<file path="src/inc/dlc_cfg.svh">
// Constants for the divide, loop and extended call execution block
`ifndef DLC_CFG_SVH
`define DLC_CFG_SVH
`define DLC_OP_DIVB     3'h1
`define DLC_OP_DIVW     3'h2
`define DLC_OP_DIVAB    3'h3
`define DLC_OP_DECREMENT_BRANCH_NONZERO_OP     3'h4
`define DLC_OP_EXTENDED_CALL_OP    3'h5
`define DLC_OP_DECW     3'h6
`define DLC_OP_DECD     3'h7
`define DLC_CALL_ADV    24'h000004
`define DLC_WORD_STEP   5'h02
`define DLC_SP_STEP     8'h01
`define DLC_BYTE_ONE    8'h01
`define DLC_PUSH_BYTES  2'h3
`endif

</file>
<file path="src/inc/dlc_pkg.sv">
// Types for the divide, loop and extended call execution block
package dlc_pkg;
    typedef enum logic [2:0] {
        DLC_IDLE  = 3'b000,
        DLC_DIV   = 3'b001,
        DLC_WB    = 3'b010,
        DLC_PUSH  = 3'b011,
        DLC_DONE  = 3'b100
    } dlc_state_t;

    typedef struct packed {
        logic [2:0]  op;
        logic [4:0]  dest_idx;
        logic [15:0] dividend;
        logic [15:0] divisor;
        logic [7:0]  count_val;
        logic [7:0]  rel;
        logic [23:0] pc;
        logic [23:0] target;
        logic [7:0]  sp;
        logic [31:0] wide_val;
        logic [2:0]  short_val;
    } dlc_req_t;

    typedef struct packed {
        logic carry_flag;
        logic overflow_flag;
        logic neg_flag;
        logic zero_flag;
        logic carry_we;
        logic overflow_we;
        logic nz_we;
    } dlc_flags_t;
endpackage : dlc_pkg

</file>
<file path="src/rtl/dlc_divider.sv">
// Iterative restoring unsigned divider, one quotient bit per cycle
`timescale 1ns/100ps
module dlc_divider #(
    parameter int W = 16
) (
    input  wire logic         sys_clk,
    input  wire logic         resetn,
    input  wire logic         start,
    input  wire logic [W-1:0] dividend,
    input  wire logic [W-1:0] divisor,
    input  wire logic [4:0]   nbits,
    output logic              done,
    output logic [W-1:0]      quotient,
    output logic [W-1:0]      remainder
);
    typedef struct packed {
        logic [W-1:0] q;
        logic [W-1:0] r;
        logic [4:0]   cnt;
        logic         busy;
        logic         done;
    } dlc_div_st_t;

    dlc_div_st_t s_q;
    dlc_div_st_t s_d;
    logic [W:0]  trial;

    always_comb begin
        s_d   = s_q;
        trial = '0;
        s_d.done = 1'b0;
        if (start) begin
            s_d.q    = dividend << (5'(W) - nbits);
            s_d.r    = '0;
            s_d.cnt  = nbits;
            s_d.busy = 1'b1;
        end else if (s_q.busy) begin
            trial = {s_q.r, s_q.q[W-1]} - {1'b0, divisor};
            if (!trial[W]) begin
                s_d.r = trial[W-1:0];
                s_d.q = {s_q.q[W-2:0], 1'b1};
            end else begin
                s_d.r = {s_q.r[W-2:0], s_q.q[W-1]};
                s_d.q = {s_q.q[W-2:0], 1'b0};
            end
            s_d.cnt = s_q.cnt - 5'h01;
            if (s_q.cnt == 5'h01) begin
                s_d.busy = 1'b0;
                s_d.done = 1'b1;
            end
        end
    end

    always_ff @(posedge sys_clk or negedge resetn) begin
        if (!resetn) begin
            s_q <= '0;
        end else begin
            s_q <= s_d;
        end
    end

    assign done      = s_q.done;
    assign quotient  = s_q.q;
    assign remainder = s_q.r;
endmodule : dlc_divider

</file>
<file path="src/rtl/dlc_exec.sv">
// Divide, decrement-and-branch and extended call execution unit
// How it works
// - Register divide unsigned; nonzero divisor clears carry and overflow
// - Even byte dest: remainder there, quotient above
// - Odd byte dest: quotient there, remainder below
// - Word dest multiple of four: remainder, quotient above
// - Word dest 2 mod 4: quotient, remainder below
// - Divide clears carry; N, Z from quotient
// - Zero divisor: carry clear, overflow set
// - Accumulator divide: quotient to A, remainder aux
// - Zero aux divisor: carry clear, overflow set
// - Decrement wraps; branch when result nonzero
// - Branch target: next PC plus signed displacement
// - Counted byte: general register or direct location
// - Port operand counted from output latch value
// - Return address is PC plus four
// - Push three bytes high first, pre-increment SP
// - PC loaded from 24-bit target bytes
`timescale 1ns/100ps
`include "dlc_cfg.svh"
module dlc_exec (
    input  wire logic              sys_clk,
    input  wire logic              resetn,
    input  wire logic              req_valid,
    input  wire dlc_pkg::dlc_req_t req,
    input  wire logic              cnt_is_port,
    input  wire logic [7:0]        port_latch_val,
    output logic                   busy,
    output logic                   done,
    output logic                   wr_en,
    output logic [4:0]             wr_idx,
    output logic [15:0]            wr_data,
    output logic                   wr_word,
    output logic                   wr2_en,
    output logic [4:0]             wr2_idx,
    output logic [15:0]            wr2_data,
    output logic                   acc_we,
    output logic [7:0]             acc_data,
    output logic                   aux_we,
    output logic [7:0]             aux_data,
    output logic                   cnt_we,
    output logic [7:0]             cnt_data,
    output logic                   wide_we,
    output logic [31:0]            wide_data,
    output logic                   stk_we,
    output logic [7:0]             stk_addr,
    output logic [7:0]             stk_data,
    output logic                   sp_we,
    output logic [7:0]             sp_data,
    output logic                   pc_we,
    output logic [23:0]            pc_data,
    output dlc_pkg::dlc_flags_t    flags
);
    // ==========================================================
    // State
    // ==========================================================
    typedef struct packed {
        dlc_pkg::dlc_state_t st;
        dlc_pkg::dlc_req_t   r;
        logic [1:0]          push_n;
        logic [23:0]         ret;
        logic                busy;
        logic                done;
        logic                wr_en;
        logic [4:0]          wr_idx;
        logic [15:0]         wr_data;
        logic                wr_word;
        logic                wr2_en;
        logic [4:0]          wr2_idx;
        logic [15:0]         wr2_data;
        logic                acc_we;
        logic [7:0]          acc_data;
        logic                aux_we;
        logic [7:0]          aux_data;
        logic                cnt_we;
        logic [7:0]          cnt_data;
        logic                wide_we;
        logic [31:0]         wide_data;
        logic                stk_we;
        logic [7:0]          stk_addr;
        logic [7:0]          stk_data;
        logic                sp_we;
        logic [7:0]          sp_data;
        logic                pc_we;
        logic [23:0]         pc_data;
        dlc_pkg::dlc_flags_t flags;
    } dlc_exec_st_t;

    dlc_exec_st_t s_q;
    dlc_exec_st_t s_d;

    logic        div_start;
    logic        div_done;
    logic [15:0] div_q;
    logic [15:0] div_r;
    logic [4:0]  div_bits;
    logic [7:0]  cnt_src;
    logic [7:0]  cnt_dec;
    logic [23:0] ret_addr;

    // ==========================================================
    // Divider
    // ==========================================================
    assign div_bits = (s_q.r.op == `DLC_OP_DIVW) ? 5'h10 : 5'h08;

    dlc_divider #(.W(16)) u_div (
        .sys_clk   (sys_clk),
        .resetn    (resetn),
        .start     (div_start),
        .dividend  (s_q.r.dividend),
        .divisor   (s_q.r.divisor),
        .nbits     (div_bits),
        .done      (div_done),
        .quotient  (div_q),
        .remainder (div_r)
    );

    // ==========================================================
    // Decrement-and-branch and call arithmetic
    // ==========================================================
    // A port operand counts from its output latch, never the pins
    assign cnt_src  = cnt_is_port ? port_latch_val : req.count_val;
    assign cnt_dec  = cnt_src - `DLC_BYTE_ONE;
    assign ret_addr = s_q.r.pc + `DLC_CALL_ADV;

    // ==========================================================
    // Sequencer
    // ==========================================================
    always_comb begin
        s_d           = s_q;
        div_start     = 1'b0;
        s_d.done      = 1'b0;
        s_d.wr_en     = 1'b0;
        s_d.wr2_en    = 1'b0;
        s_d.acc_we    = 1'b0;
        s_d.aux_we    = 1'b0;
        s_d.cnt_we    = 1'b0;
        s_d.wide_we   = 1'b0;
        s_d.stk_we    = 1'b0;
        s_d.sp_we     = 1'b0;
        s_d.pc_we     = 1'b0;
        s_d.flags.carry_we    = 1'b0;
        s_d.flags.overflow_we = 1'b0;
        s_d.flags.nz_we       = 1'b0;
        case (s_q.st)
            dlc_pkg::DLC_IDLE: begin
                if (req_valid) begin
                    s_d.r    = req;
                    s_d.busy = 1'b1;
                    case (req.op)
                        `DLC_OP_DIVB, `DLC_OP_DIVW, `DLC_OP_DIVAB: begin
                            s_d.st = dlc_pkg::DLC_DIV;
                        end
                        `DLC_OP_DECREMENT_BRANCH_NONZERO_OP: begin
                            s_d.cnt_we   = 1'b1;
                            s_d.cnt_data = cnt_dec;
                            s_d.flags.nz_we     = 1'b1;
                            s_d.flags.neg_flag  = cnt_dec[7];
                            s_d.flags.zero_flag = (cnt_dec == 8'h00);
                            if (cnt_dec != 8'h00) begin
                                s_d.pc_we   = 1'b1;
                                s_d.pc_data = req.pc +
                                    {{16{req.rel[7]}}, req.rel};
                            end
                            s_d.st = dlc_pkg::DLC_DONE;
                        end
                        `DLC_OP_EXTENDED_CALL_OP: begin
                            s_d.push_n = `DLC_PUSH_BYTES;
                            s_d.st     = dlc_pkg::DLC_PUSH;
                        end
                        `DLC_OP_DECW, `DLC_OP_DECD: begin
                            s_d.wide_we   = 1'b1;
                            s_d.wide_data = req.wide_val -
                                {29'h0, req.short_val};
                            if (req.op == `DLC_OP_DECW) begin
                                s_d.wide_data[31:16] = req.wide_val[31:16];
                            end
                            s_d.st = dlc_pkg::DLC_DONE;
                        end
                        default: begin
                            s_d.st = dlc_pkg::DLC_DONE;
                        end
                    endcase
                end
            end
            dlc_pkg::DLC_DIV: begin
                div_start = 1'b1;
                s_d.st    = dlc_pkg::DLC_WB;
            end
            dlc_pkg::DLC_WB: begin
                if (div_done) begin
                    // Carry always cleared; overflow marks zero divisor
                    s_d.flags.carry_we      = 1'b1;
                    s_d.flags.overflow_we   = 1'b1;
                    s_d.flags.carry_flag    = 1'b0;
                    s_d.flags.overflow_flag =
                        (s_q.r.divisor == 16'h0000);
                    s_d.flags.nz_we = 1'b1;
                    s_d.wr_en  = (s_q.r.op != `DLC_OP_DIVAB);
                    s_d.wr2_en = (s_q.r.op != `DLC_OP_DIVAB);
                    s_d.wr_word = (s_q.r.op == `DLC_OP_DIVW);
                    if (s_q.r.op == `DLC_OP_DIVW) begin
                        s_d.flags.neg_flag  = div_q[15];
                        s_d.flags.zero_flag = (div_q == 16'h0000);
                        if (!s_q.r.dest_idx[1]) begin
                            s_d.wr_idx   = s_q.r.dest_idx;
                            s_d.wr_data  = div_r;
                            s_d.wr2_idx  = s_q.r.dest_idx + `DLC_WORD_STEP;
                            s_d.wr2_data = div_q;
                        end else begin
                            s_d.wr_idx   = s_q.r.dest_idx;
                            s_d.wr_data  = div_q;
                            s_d.wr2_idx  = s_q.r.dest_idx - `DLC_WORD_STEP;
                            s_d.wr2_data = div_r;
                        end
                    end else begin
                        s_d.flags.neg_flag  = div_q[7];
                        s_d.flags.zero_flag = (div_q[7:0] == 8'h00);
                        if (s_q.r.op == `DLC_OP_DIVAB) begin
                            s_d.acc_we   = 1'b1;
                            s_d.acc_data = div_q[7:0];
                            s_d.aux_we   = 1'b1;
                            s_d.aux_data = div_r[7:0];
                        end else if (!s_q.r.dest_idx[0]) begin
                            s_d.wr_idx   = s_q.r.dest_idx;
                            s_d.wr_data  = {8'h00, div_r[7:0]};
                            s_d.wr2_idx  = s_q.r.dest_idx | 5'h01;
                            s_d.wr2_data = {8'h00, div_q[7:0]};
                        end else begin
                            s_d.wr_idx   = s_q.r.dest_idx;
                            s_d.wr_data  = {8'h00, div_q[7:0]};
                            s_d.wr2_idx  = s_q.r.dest_idx & 5'h1e;
                            s_d.wr2_data = {8'h00, div_r[7:0]};
                        end
                    end
                    s_d.st = dlc_pkg::DLC_DONE;
                end
            end
            dlc_pkg::DLC_PUSH: begin
                // Pre-increment then write; high byte leaves first
                s_d.r.sp     = s_q.r.sp + `DLC_SP_STEP;
                s_d.stk_we   = 1'b1;
                s_d.stk_addr = s_q.r.sp + `DLC_SP_STEP;
                s_d.sp_we    = 1'b1;
                s_d.sp_data  = s_q.r.sp + `DLC_SP_STEP;
                case (s_q.push_n)
                    2'h3: s_d.stk_data = ret_addr[23:16];
                    2'h2: s_d.stk_data = ret_addr[15:8];
                    default: s_d.stk_data = ret_addr[7:0];
                endcase
                s_d.push_n = s_q.push_n - 2'h1;
                if (s_q.push_n == 2'h1) begin
                    s_d.pc_we   = 1'b1;
                    s_d.pc_data = s_q.r.target;
                    s_d.st      = dlc_pkg::DLC_DONE;
                end
                // Flag write enables stay low throughout the call
                s_d.flags.nz_we = 1'b0;
            end
            dlc_pkg::DLC_DONE: begin
                s_d.done = 1'b1;
                s_d.busy = 1'b0;
                s_d.st   = dlc_pkg::DLC_IDLE;
            end
            default: begin
                s_d.st   = dlc_pkg::DLC_IDLE;
                s_d.busy = 1'b0;
            end
        endcase
    end

    always_ff @(posedge sys_clk or negedge resetn) begin
        if (!resetn) begin
            s_q    <= '0;
            s_q.st <= dlc_pkg::DLC_IDLE;
        end else begin
            s_q <= s_d;
        end
    end

    // ==========================================================
    // Outputs
    // ==========================================================
    assign busy      = s_q.busy;
    assign done      = s_q.done;
    assign wr_en     = s_q.wr_en;
    assign wr_idx    = s_q.wr_idx;
    assign wr_data   = s_q.wr_data;
    assign wr_word   = s_q.wr_word;
    assign wr2_en    = s_q.wr2_en;
    assign wr2_idx   = s_q.wr2_idx;
    assign wr2_data  = s_q.wr2_data;
    assign acc_we    = s_q.acc_we;
    assign acc_data  = s_q.acc_data;
    assign aux_we    = s_q.aux_we;
    assign aux_data  = s_q.aux_data;
    assign cnt_we    = s_q.cnt_we;
    assign cnt_data  = s_q.cnt_data;
    assign wide_we   = s_q.wide_we;
    assign wide_data = s_q.wide_data;
    assign stk_we    = s_q.stk_we;
    assign stk_addr  = s_q.stk_addr;
    assign stk_data  = s_q.stk_data;
    assign sp_we     = s_q.sp_we;
    assign sp_data   = s_q.sp_data;
    assign pc_we     = s_q.pc_we;
    assign pc_data   = s_q.pc_data;
    assign flags     = s_q.flags;
endmodule : dlc_exec

</file>
<file path="config.mk">
export PLATFORM = sky130hd
export DESIGN_NAME = dlc_exec
export DESIGN_NICKNAME = d
export VERILOG_FILES = /design/src/inc/dlc_pkg.sv /design/src/rtl/dlc_divider.sv /design/src/rtl/dlc_exec.sv
export VERILOG_INCLUDE_DIRS = /design/src /design/src/inc
export SDC_FILE = /design/constraint.sdc
export NUM_CORES = 1
export LEC_CHECK = 0
export ABC_AREA = 1
export BUFFER_PORTS_ARGS = -buffer_cell sky130_fd_sc_hd__buf_4
export CORE_MARGIN = 5
export CORE_UTILIZATION = 40
export DETAILED_ROUTE_END_ITERATION = 8
export GPL_ROUTABILITY_DRIVEN = 1
export PLACE_DENSITY = 0.6
export SYNTH_ARGS = -nofsm -noshare
export SYNTH_HDL_FRONTEND = slang
export SYNTH_HIERARCHICAL = 1
export SYNTH_SLANG_ARGS = --single-unit
</file>
<file path="constraint.sdc">
create_clock -name sys_clk -period 7.1 [get_ports sys_clk]
set_input_delay 1.42 -clock sys_clk [delete_from_list [all_inputs] [get_ports sys_clk]]
set_output_delay 1.42 -clock sys_clk [all_outputs]
set_load 0.02 [all_outputs]
</file>
Yosys cells after proc, flatten, opt, wreduce, memory -nomap -nowiden
Cells that the tools add are included.
Word-level totals
  output and inout port bits: 165
  register bits: 347
  bits in read-only memories: 0
  bits in latches: 0
  memories: 0
  bits in writable memories: 0
Cells by class
  eq/ne operators: 25
  magnitude comparators: 0
  div/mod/pow operators: 0
  add/subtract/negate cells: 11
  shift operators: 1
  reduce and logical (&&, ||, !) cells: 24
  bitwise logic cells: 2
  multiply operators: 0
  multiplexer cells: 52
Operators by type and width (number)
  152-bit two-way mux: 1
  63-bit two-way mux: 2
  21-bit two-way mux: 5
  25-bit two-way mux: 4
  42-bit two-way mux: 2
  18-bit two-way mux: 3
  17-bit two-way mux: 3
  25-bit one-hot mux with 2 select lines: 1
  39-bit two-way mux: 1
  38-bit two-way mux: 1
  33-bit two-way mux: 1
  16-bit zero test: 2
  8-bit one-hot mux with 2 select lines: 2
  32-bit by 3-bit subtractor with 32-bit output: 1
  26-bit two-way mux: 1
  24-bit adder: 1
  24-bit by 3-bit adder with 24-bit output, second input constant: 1
  3-bit by 2-bit equality test with 1-bit output, second input constant: 6
  17-bit by 16-bit subtractor with 17-bit output: 1
  8-bit zero test: 2
  16-bit two-way mux: 1
  16-bit by 5-bit left shift with 16-bit output: 1
  3-bit equality test, second input constant: 5
  3-bit AND reduction: 5
  33 further kinds: 62

Longest topological paths before layout
Gate-level depths: netlist (run 1).
  depth after elaboration: 7
  gate-level depth with buffers: 16

Cells and area by module
Netlist (run 1), hierarchy kept.
Modules (own cells, without submodules)
  dlc_exec: cells each 2024, instances 1, area each 15254.6 um2
  dlc_divider: cells each 639, instances 1, area each 3965.1 um2

Least setup slack after synthesis (run 1)
Ideal clock, no wire load.
  kind: in2reg
  start: input req[3] (netlist name)
  end: register s_q (netlist bit wide_data[20])
  setup slack: 4.086 ns
  stages on the path: 13
  data required time: 6.969 ns
  data arrival time: 2.883 ns
  path through: inv_1 > ha_1 > fa_1 > inv_1 > nand2_1 > nand2_1 > nor2_1 > nand2_1 > nor3_2 > nand2_1 > nor2_1 > xnor2_1 > o21ai_1
On the way
  cells in the longest elaborated chain, start to end: 2
Ends and longest elaborated chain
  start, declared: line dlc_exec.sv:25  | input wire dlc_pkg::dlc_req_t req,
  32-bit by 3-bit subtractor with 32-bit output: line dlc_exec.sv:173  | s_d.wide_data = req.wide_val -
  16-bit two-way mux: line dlc_exec.sv:175  | if (req.op == `DLC_OP_DECW) begin
  end, declared: line dlc_exec.sv:89  | dlc_exec_st_t s_q;
No other way between the ends.
A chain may end at the register's enable or synchronous reset.

Worst setup path in the final report (run 1)
  start: input cnt_is_port
  end: register s_q (netlist bit pc_data[0])
On the way
  cells in the longest elaborated chain, start to end: 5
Ends and longest elaborated chain
  start, declared: line dlc_exec.sv:26  | input wire logic cnt_is_port,
  8-bit two-way mux: line dlc_exec.sv:122  | assign cnt_src = cnt_is_port ? port_latch_val : req.count_val;
  8-bit by 1-bit subtractor with 8-bit output (no source line)
  net cnt_dec[0]: line dlc_exec.sv:98  | logic [7:0] cnt_dec;
  8-bit nonzero test: line dlc_exec.sv:160  | if (cnt_dec != 8'h00) begin
  2-bit inequality test (no source line)
  5-bit AND reduction (no source line)
The timed path passes the listed nets, and every way through them passes these cells.

==> results by group, run 1 <==
Min path
  • Worst Hold Path Cells: 2
  • Worst Hold End: s_q[327]
  • Hold_sp: s_q[327]
  • HP Class: reg -> reg

Cells and area
  • Share of layout cells above drive strength 1: between 10% and 20%
  • Final std cells w/o fill: about 3400
  • Area Overhead vs Synth: 14.23%
  • Seq. cell area: about 7300 sq um
  • Layout Utilization: between 40% and 50%
  • Area of the multi-input gates: ~9000 sq um
  • Fillers: approximately 5000
  • Antenna Cells: 0
  • Final Instance Area: between 20000 and 25000 sq um
  • Nets@finish: ~3000

Clock network
  • Post-CTS Resized: 0
  • Deepest clock path buffer count: 3
  • Clock Sinks: 292
  • Postcts setup bufs: 0
  • CTS tree: done
  • Clock Tree Root: clkbuf_16
  • CTS H-tree depth: 2
  • Total CTS buffers: 37
  • Clk_lat worst skew: roughly 0.56 ns
  • CTS Hold Bufs: 0
  • Clock transition at the registers of the reported paths: roughly 0.060 ns

Flow run
  • # Max-Cap Violations: 0

Synth
  • Post-synthesis sequential area ratio: between 30% and 40%
  • Synth Area in Simple Gates: 30.88%
  • Synth area leader: dfrtp_1
  • Flops & latches, synth: about 290
  • Ys Warns: 6
  • Top-count cell post-synth: nand2_1
  • Top post-synthesis cells by area: dfrtp_1 (38%), nand2_1 (18%), buf_4 (7.6%)
  • Post-synth EDFFs: 0
  • Post-Syn Area: between 15000 and 20000 sq um
  • Main combinational cell family by area after synthesis: simple AND/OR/NAND/NOR gates
  • Gate Count Post-Synth: 2663
  • Primary FF master, synth: dfrtp_1
  • Synth Area in Adders: approximately 4.0%
  • Avg Cell Area, Syn: roughly 7.2 sq um
  • Top-area cell type share of the netlist area: 38.02%
  • Post-synth top cells: nand2_1 (901), dfrtp_1 (292), inv_1 (273)
  • XOR/XNOR share of the synthesized area: around 2.1%
  • Post-synthesis compound-gate area fraction: a little under a tenth
  • Ys async rst share: between 90% and 100%
  • Unique masters post-synth: 60
  • Post-synthesis mux area share: less than 1%

STA
  • Final WS setup: between 3 and 4 ns
  • RSZ-0062 raised after global routing: no
  • Max-slew headroom: roughly a quarter
  • Fmax: around 300 MHz
  • Final sum of negative setup slack: 0 ns
  • WHS: between 0.4 and 0.5 ns
  • Worst Tran Pin Value: 1.118 ns
  • Minimum clock period: about 3.3 ns
  • Clk_skew: roughly 0.02 ns
  • Final hold vios: 0
  • Endpoints failing setup: 0
  • Final slew viol count: 0
  • Final period util: 47.15%

Setup path
  • Depth of the worst register-to-register path: 10
  • Required time of the critical path: approximately 7.6 ns
  • Worst EP arrival: ~3.8 ns
  • Internal reg-to-reg setup slack: ~4.2 ns
  • Worst R2R Start: s_q[340]
  • Crit start category: input port
  • Critical path endpoint category: register
  • Critical path class: in -> reg
  • Crit Reg-Reg Endpoint: wide_data[3]
  • CP Max Fanout: 25

Place
  • DP Area: slightly above 20000 sq um
  • Dpl hpwl: approximately 43 mm
  • Placed Cells: 3345
  • PortBufs: 322
  • Pre-CTS WS: about 3.2 ns
  • RD Place Congestion: between 0.9 and 1

Floorplan
  • Row cnt: 80
  • Die Area: about 53000 sq um
  • Die width: ~230 um
  • I/O Pins: between 300 and 400
  • Core Area: ~48000 sq um
  • Effective utilization at floorplan: approximately two fifths
  • Die Ht: between 200 and 250 um

Power
  • Leak: 11.55 nW
  • Pwr Total: approximately 9.5 mW
  • Maximum vdd drop: about 0.21 mV
  • Pwr Density: approximately 430 nW/um^2

Drt
  • Drt drc: 0
  • Vias: about 17000
  • Total wire length: roughly 56 mm
  • DR pass1 iterations: 6
  • DR WL/cell: 16.45 um
  • Via-to-Cell Ratio: around 5
  • Detail Route Antenna Nets: 0
  • Iteration-0 DRC Markers: 1129

Global route
  • Pin count of the biggest net entering global routing: around 150
  • Total track usage: between 20% and 30%
  • Vias in the first global route: roughly 17000
  • Grt ovf: 0
  • Initial antenna violation count: 4
  • First-pass GRT wire length: about 89 mm

Status
  • Status: complete, no violations
## power by group
| part | internal [mW] | leakage [nW] | switching (mW) |
|---|---|---|---|
| Clock | 1.17 | 0.623 | 0.759 |
| Sequential | 2.39 | 3.70 | 0.655 |
| Combinational | 1.68 | 7.23 | 2.84 |
| Total | 5.23 | 11.6 | 4.26 |
## final cells by class
type | instances | share of cell area [%]
Clock buffer | 54 | 5.066
Tap cell | 615 | 3.505
Multi-Input combinational cell | 1814 | 40.98
Sequential cell | 292 | 33.28
Inverter | 287 | 4.918
Clock inverter | 14 | 0.6326
Timing Repair Buffer | 337 | 11.61
## critical path: stages
cell and delay (ns):
buf_4 0.15, inv_2 0.19, nand2_1 0.10, o21ai_2 0.10
inv_1 0.11, ha_1 0.22, nand3_1 0.12, nand2_1 0.06
nor2_1 0.11, nand3_1 0.13, nor2_4 0.13, nand3_4 0.29
nand2_4 0.43, nand3_1 0.12, nand3_1 0.12
## cell usage in the layout, fill, tap and decap left out, types with 9 or more instances in the layout
master	netlist	final
nand4_1	31	31
dfrtp_1	292	292
nor2_1	163	161
nor4_1	9	9
inv_2	9	10
o21ai_0	149	149
o211ai_1	25	25
ha_1	56	56
inv_1	273	272
nand3_1	192	192
xor2_1	29	29
nand2_1	901	901
xnor2_1	12	12
or2_2	12	12
nand2_2	12	12
a31oi_1	18	18
clkbuf_16	0	39
buf_4	194	335
nand3_2	20	20
o21ai_1	11	11
o31ai_1	15	15
nor3_1	17	16
a21oi_1	55	55
## routing by layer
layer  up-vias  GRT usage, %  share of wire (%)
li1       8500             -                  -
met1      7968         26.70                 43
met2       416         35.11                 48
met3       104         4.062                5.3
met4         8         7.405                3.4
met5         -             0               0.14
## how the worst max path moves through the flow
stage           startpoint             to  slack, ns  cells after the start
6_report       cnt_is_port     pc_data[0]       3.75                     15
5_1_grt        cnt_is_port     pc_data[3]       3.50                     15
4_1_cts        cnt_is_port     pc_data[0]       3.82                     15
3_5_place_dp   cnt_is_port     pc_data[0]       3.24                     15
3_3_place_gp   cnt_is_port     pc_data[3]       3.28                     15
2_1_floorplan       req[3]  wide_data[20]       4.09                     13
## registers in the layout (all words and copies together), names as in the netlist, 6 cells and up
name             flops
u_div/quotient      16
sp_data              8
s_q                101
u_div/remainder     16
stk_data             8
wide_data           32
pc_data             24
u_div/s_q            6
aux_data             8
wr_data             16
acc_data             8
wr2_data            16
cnt_data             8
## cell families (layout without fill, tap and decap cells)
| family | after synthesis | in the layout |
|---|---|---|
| buffers and inverters | 563 | 692 |
| and+or+nand+nor | 1390 | 1390 |
| muxes | 10 | 10 |
| other | 1 | 7 |
| xor gates and xnor gates | 44 | 44 |
| AOI/OAI and AO/OA | 304 | 304 |
| adders and majority gates | 59 | 59 |
| DFF | 292 | 292 |
(Power assumes the default switching activity.)
==> run 2, diff against run 1 <==
clock period = 3.4 ns   (was 7.1 ns; I/O delays follow)
==> run 2 against run 1 <==
Compared with the run above:
- sequential power increased by 110%
- register-to-register slack got worse by 3.4 ns
- flip-flop and latch count unchanged
- die area unchanged
- total power increased by 110%
- critical path depth decreased by 7
- critical path type is now reg -> reg
- largest cell class unchanged
==> results by group, run 2 (same netlist as run 1, synthesis figures left out) <==
Drt
  • DR pass1 iterations: 6 (unchanged)
  • DR WL/cell: 16.58 um (+0.79%)
  • Vias: 16980 (-0.094%)
  • Via-to-Cell Ratio: 4.968 (-0.24%)
  • Drt drc: 0 (unchanged)
  • Iteration-0 DRC Markers: 1104 (-2.2%)
  • Total wire length: 56.67 mm (+0.93%)
  • Detail Route Antenna Nets: 0 (unchanged)

Clock network
  • Deepest clock path buffer count: 3 (unchanged)
  • Postcts setup bufs: 0 (unchanged)
  • Clk_lat worst skew: 0.56 ns (about the same)
  • Clock transition at the registers of the reported paths: 0.06 ns (about the same)
  • CTS H-tree depth: 2 (unchanged)
  • Total CTS buffers: 37 (unchanged)
  • CTS Hold Bufs: 0 (unchanged)
  • Clock Sinks: 292 (unchanged)
  • CTS tree: done
  • Post-CTS Resized: 0 (unchanged)
  • Clock Tree Root: clkbuf_16

Setup path
  • Required time of the critical path: 3.88 ns (-3.70 ns)
  • CP cell instances: inv_2, nand2_1, nor2_2, inv_1, nor2_1, inv_1, nand3_1, nand3_1
  • Critical path class: reg -> reg
  • Crit start category: register
  • CP Max Fanout: 25 (unchanged)
  • Worst EP arrival: 3.03 ns (-0.80 ns)
  • Crit path largest cell delay: 0.89 ns (+0.46 ns)
  • CP max stage cell: inv_1
  • Critical path endpoint category: register

Place
  • Pre-CTS WS: 0.5259 ns (-2.714 ns)
  • DP Area: 20780 sq um (+0.37%)
  • RD Place Congestion: 0.9030 (-0.73%)
  • PortBufs: 322 (unchanged)
  • Dpl hpwl: 44.15 mm (+2.1%)

Global route
  • Grt ovf: 0 (unchanged)
  • Initial antenna violation count: 3 (-1)
  • Vias in the first global route: 16810 (+1.4%)
  • Total track usage: 21.01% (+0.22 points)
  • First-pass GRT wire length: 90.07 mm (+0.67%)
  • Pin count of the biggest net entering global routing: 89 (-39%)

Flow run
  • # Max-Cap Violations: 0 (unchanged)

Floorplan
  • Die Area: 52530 sq um (unchanged)
  • Die width: 229.2 um (unchanged)
  • Row cnt: 80 (unchanged)
  • Die Ht: 229.2 um (unchanged)
  • Effective utilization at floorplan: 40.34% (unchanged)
  • I/O Pins: 324 (unchanged)
  • Core Area: 47650 sq um (unchanged)

STA
  • Fmax: between 300 and 400 MHz
  • Final sum of negative setup slack: 0 ns (unchanged)
  • Final hold vios: 0 (unchanged)
  • Clk_skew: 0.03256 ns (+0.01227 ns)
  • Final WS setup: 0.8502 ns (-2.902 ns)
  • Final slew viol count: 0 (unchanged)
  • RSZ-0062 raised after global routing: no
  • Endpoints failing setup: 0 (unchanged)
  • Minimum clock period: 2.550 ns
  • Max-slew headroom: 23.12% (-2.3 points)
  • Worst Tran Pin Value: 1.152 ns (+0.03426 ns)
  • Final period util: 75.00%
  • WHS: 0.09504 ns (-0.3750 ns)

Cells and area
  • Fillers: 4900 (+0.57%)
  • Commonest non-fill, non-tap cell in the layout: nand2_1
  • Most frequent cells in the layout: nand2_1 (901), buf_4 (340), dfrtp_1 (292), inv_1 (272), nand3_1 (192)
  • Area Overhead vs Synth: 14.28% (about the same)
  • Share of layout cells above drive strength 1: 17.49% (+0.053 points)
  • Most flops, register: s_q
  • Nets@finish: 2994 (+0.23%)
  • Max FFs per register: 101 (unchanged)
  • Final Instance Area: 21960 sq um (about the same)

Status
  • Status: complete, no violations

Power
  • Maximum vdd drop: 0.3798 mV (+80%)
  • Pwr Density: 895.9 nW/um^2 (+110%)
  • Leak: 11.54 nW (-0.15%)

Min path
  • HP Class: in -> async
[run 2: critical path: cells and delay by family, from the launching register on]
kind	cells	cell delay, ns
AND/OR/NAND/NOR	5	0.70
buffers and inverters	3	1.38
flip-flops	1	0.36
[run 2: cell type report]
class                           instances  area (sq um)  share of cell area (%)
Antenna cell                            2         5.005                 0.02279
Clock buffer                           51          1039                   4.728
Clock inverter                         13         138.9                  0.6323
Inverter                              287          1080                   4.916
Multi-Input combinational cell       1814          8997                   40.96
Sequential cell                       292          7307                   33.27
Tap cell                              615         769.5                   3.503
Timing Repair Buffer                  344          2628                   11.96
[run 2: through the flow]
stage          instances  utilization [%]  power (mW)
2_1_floorplan       2669                -       13.75
3_3_place_gp        3352            43.62       15.70
3_5_place_dp        3352            43.62       15.90
4_1_cts             3416            46.09       19.88
5_1_grt             3417            46.09       21.40
6_report            3418            46.10       19.68
[run 2: power breakdown]
part           switching (mW)  total, mW  internal [mW]
logic                    5.90       9.42           3.51
clock network            1.57       3.86           2.29
registers                1.42       6.40           4.98
total                    8.89       19.7           10.8
[run 2: metal layers]
metal  global-route usage, %  wire length, um  vias to the layer above
li1                        -                -                     8540
met1                   26.57            24350                     7912
met2                   36.08            27380                      416
met3                   4.409             3089                      108
met4                   6.784             1812                        4
met5                       0               34                        -
[run 2: path summary, 6_finish.rpt]
check	cells past startpoint	endpoint	slack, ns	start
setup / recovery	8	pc_data[3]	0.85	s_q[340]
hold / removal	1	wr2_data[11]	0.1	resetn
setup reg to reg	8	pc_data[3]	0.85	s_q[340]
hold reg to reg	1	done	0.45	s_q[339]
max in group asynchronous	2	stk_data[0]	2.41	resetn
min in group sys_clk	3	s_q[302]	0.32	req[111]
==> run 3, diff against run 2 <==
ABC_AREA = 0   (was 1)
PLACE_DENSITY = 0.61   (was 0.6)
clock period = 2.5 ns   (was 3.4 ns; I/O delays follow)
==> run 3 against run 2 <==
Compared with the run above:
- flip-flop and latch count did not move
- fmax fell by 0.21%
- non-clock buffer count rose by 137
- sequential power rose by 32%
- largest cell class unchanged
- synthesized cell count fell by 24%
- count of clock-buffer cells in the layout did not move
- the flow now finishes with violations (setup timing)
- global-route usage fell by 0.24 points
- design area fell by 1.1%
- sequential share of layout area rose by 0.36 points
- clock skew fell by 0.016 ns
- largest power group unchanged
- hold slack improved by 0.053 ns
- clock power rose by 32%
==> results by group, run 3 <==
Status
  • Status: finished with violations
  • Failing checks: setup timing

STA
  • Minimum clock period: 2.555 ns (+0.005443 ns)
  • Clk_skew: 0.01674 ns (-0.01582 ns)
  • Max-slew headroom: 35.03% (+12 points)
  • Endpoints failing setup: 11 (+11)
  • Worst Tran Pin Value: 0.9664 ns (-0.1856 ns)
  • Fmax: 391.3 MHz (-0.21%)
  • Final hold vios: 0 (unchanged)
  • Final slew viol count: 0 (unchanged)
  • RSZ-0062 raised after global routing: yes
  • Final WS setup: -0.05528 ns (-0.9054 ns)
  • Final period util: 102.2% (+27 points)
  • WHS: 0.1478 ns (+0.05280 ns)

Power
  • Pwr Total: 27.58 mW (+40%)
  • Leak: 10.67 nW (-7.5%)
  • Maximum vdd drop: 0.4859 mV (+28%)
  • Pwr Density: 1269 nW/um^2 (+42%)

Cells and area
  • Most frequent cells in the layout: nand2_1 (468), buf_4 (464), dfrtp_1 (292), o21ai_0 (132), nor2_1 (85)
  • Area of the multi-input gates: 8554 sq um (-4.9%)
  • Share of layout cells above drive strength 1: 26.64% (+9.1 points)
  • Max FFs per register: 101 (unchanged)
  • Commonest non-fill, non-tap cell in the layout: nand2_1
  • Fillers: 4260 (-13%)
  • Final Instance Area: 21730 sq um (-1.1%)
  • Most flops, register: s_q
  • Seq. cell area: 7307 sq um (unchanged)
  • Nets@finish: 2479 (-17%)
  • Layout Utilization: 49.45% (+3.4 points)
  • Area Overhead vs Synth: 22.85%

Synth
  • Post-Syn Area: 17680 sq um (-8.0%)
  • Synth area leader: dfrtp_1
  • Avg Cell Area, Syn: 8.772 sq um (+22%)
  • Gate Count Post-Synth: 2016 (-24%)
  • Unique masters post-synth: 84 (+40%)
  • Post-synthesis sequential area ratio: 41.32% (+3.3 points)
  • Primary FF master, synth: dfrtp_1
  • Post-synth EDFFs: 0 (unchanged)
  • Flops & latches, synth: 292 (unchanged)
  • Ys async rst share: 100.0% (unchanged)
  • Ys Warns: 6 (unchanged)
  • Top post-synthesis cells by area: dfrtp_1 (41%), nand2_1 (10%), buf_4 (8.1%)
  • Top-count cell post-synth: nand2_1
  • Top-area cell type share of the netlist area: 41.32% (+3.3 points)
  • Post-synth top cells: nand2_1 (469), dfrtp_1 (292), buf_4 (190)

Drt
  • DR pass1 iterations: 5 (-1)
  • Detail Route Antenna Nets: 0 (unchanged)
  • Iteration-0 DRC Markers: 915 (-17%)
  • Via-to-Cell Ratio: 5.134 (+3.3%)
  • DR WL/cell: 18.01 um (+8.7%)
  • Drt drc: 0 (unchanged)
  • Vias: 14800 (-13%)
  • Total wire length: 51.91 mm (-8.4%)

Floorplan
  • Effective utilization at floorplan: 40.25% (-0.085 points)
  • Die width: 220.3 um (-3.9%)
  • Core Area: 43930 sq um (-7.8%)
  • Die Area: 48520 sq um (-7.6%)
  • I/O Pins: 324 (unchanged)
  • Die Ht: 220.3 um (-3.9%)
  • Row cnt: 77 (-3.8%)

Clock network
  • Clock Tree Root: clkbuf_16
  • Clock transition at the registers of the reported paths: 0.06 ns (about the same)
  • Clk_lat worst skew: 0.54 ns (-0.02 ns)
  • CTS tree: done
  • Total CTS buffers: 35 (-5.4%)
  • Clock Sinks: 292 (unchanged)
  • Deepest clock path buffer count: 3 (unchanged)
  • CTS H-tree depth: 2 (unchanged)

Place
  • RD Place Congestion: 0.8866 (-1.8%)
  • DP Area: 20440 sq um (-1.6%)
  • PortBufs: 322 (unchanged)
  • Dpl hpwl: 39.67 mm (-10%)

Setup path
  • CP max stage cell: or4b_1
  • Crit path largest cell delay: 0.46 ns (-0.43 ns)
  • Crit start category: register
  • Worst EP arrival: 3.02 ns (about the same)
  • CP Max Fanout: 3 (-88%)
  • Most frequent cell on the critical path: inv_2
  • Critical path class: reg -> reg
  • Critical path endpoint category: register
  • Required time of the critical path: 2.97 ns (-0.91 ns)
  • CP cell instances: inv_2, ha_4, inv_2, fa_2, a211oi_4, o21ai_2, a2111oi_4, nor3_1, or4b_1, a31oi_1

Min path
  • HP Class: in -> reg

Global route
  • First-pass GRT wire length: 80.84 mm (-10%)
  • Total track usage: 20.78% (-0.24 points)
  • Vias in the first global route: 14810 (-12%)
  • Initial antenna violation count: 10 (+7)
  • Grt ovf: 0 (unchanged)
  • Pin count of the biggest net entering global routing: 89 (unchanged)

Flow run
  • # Max-Cap Violations: 0 (unchanged)
-- run 3: cell count changes after synthesis, sizes merged, moves of 17 or more --
cell,before,now
a22oi,4,22
and3,0,17
inv,283,55
mux2i,2,72
nand2,917,470
nand3,213,37
nor2,175,86
o21ai,161,143
xnor2,13,63
-- run 3: worst max-delay path: cells and delay by family, from the launching register on --
family	cells	cell delay [ns]
DFF	1	0.38
adders and majority gates	2	0.51
buffers and inverters	2	0.10
AOI/OAI and AO/OA	4	0.94
and+or+nand+nor	2	0.55
-- run 3: metal layers --
layer	up-vias	routed length, um	share of wire (%)	global-route usage [%]
met5	-	76	0.15	0
met4	12	1422	2.7	6.553
met3	87	3908	7.5	5.158
met2	428	24190	47	34.12
met1	7021	22320	43	27.17
li1	7247	-	-	-
-- run 3: final cells by class --
cell class	instances	area share (%)
clock buffers	51	4.538
flip-flops and latches	292	33.63
well taps	592	3.409
diodes	4	0.04607
multi-input cells	1393	39.37
inverters	58	1.025
repair buffers	481	17.30
clock inverters	11	0.6738
-- run 3: metrics by stage --
step	std cells	setup TNS [ns]	setup WS [ns]
floorplan	2025	-0.04176	-0.02808
global placement	2812	-2.635	-0.2875
global route	2881	-2.276	-0.1793
finish	2882	-0.2889	-0.05528
detailed placement	2812	-4.383	-0.2942
CTS	2875	-0.01160	-0.01160
-- run 3: final timing paths --
check | from | slack [ns] | to | depth (start not counted)
worst max register to register | u_div/quotient[15] | -0.06 | u_div/remainder[12] | 10
worst min register to register | cnt_data[0] | 0.48 | cnt_data[0] | 2
max in group asynchronous | resetn | 1.21 | u_div/quotient[6] | 3
min in group asynchronous | resetn | 0.55 | cnt_data[1] | 2
worst min-delay path | req[138] | 0.15 | s_q[329] | 3
worst max-delay path | u_div/quotient[15] | -0.06 | u_div/remainder[12] | 10
-- run 3: cell families (layout without fill, tap and decap cells) --
kind of cell    Yosys count  in the layout  synth area share, %
simple gates            731            731                17.99
buf+inv                 340            601                11.42
compound gates          399            399                14.50
xor+xnor                 99             99                4.903
mux                      95             95                5.540
fa+ha+maj                59             59                4.302
other cells               1             14              0.02121
flops                   292            292                41.32
-- run 3: timing repair --
action                                 in CTS  in global routing
endpoints found under the hold margin      61                  0
resized for setup                           5                 26
cloned                                      0                  1
hold buffers                                1                  0
buffers inserted                            0                  2
pin swaps                                   0                 13
setup endpoints to repair                   9                 17
-- run 3: report_power, final --
part	switching (mW)	internal, mW
Combinational	7.85	6.18
Clock	2.06	3.06
Sequential	1.72	6.71
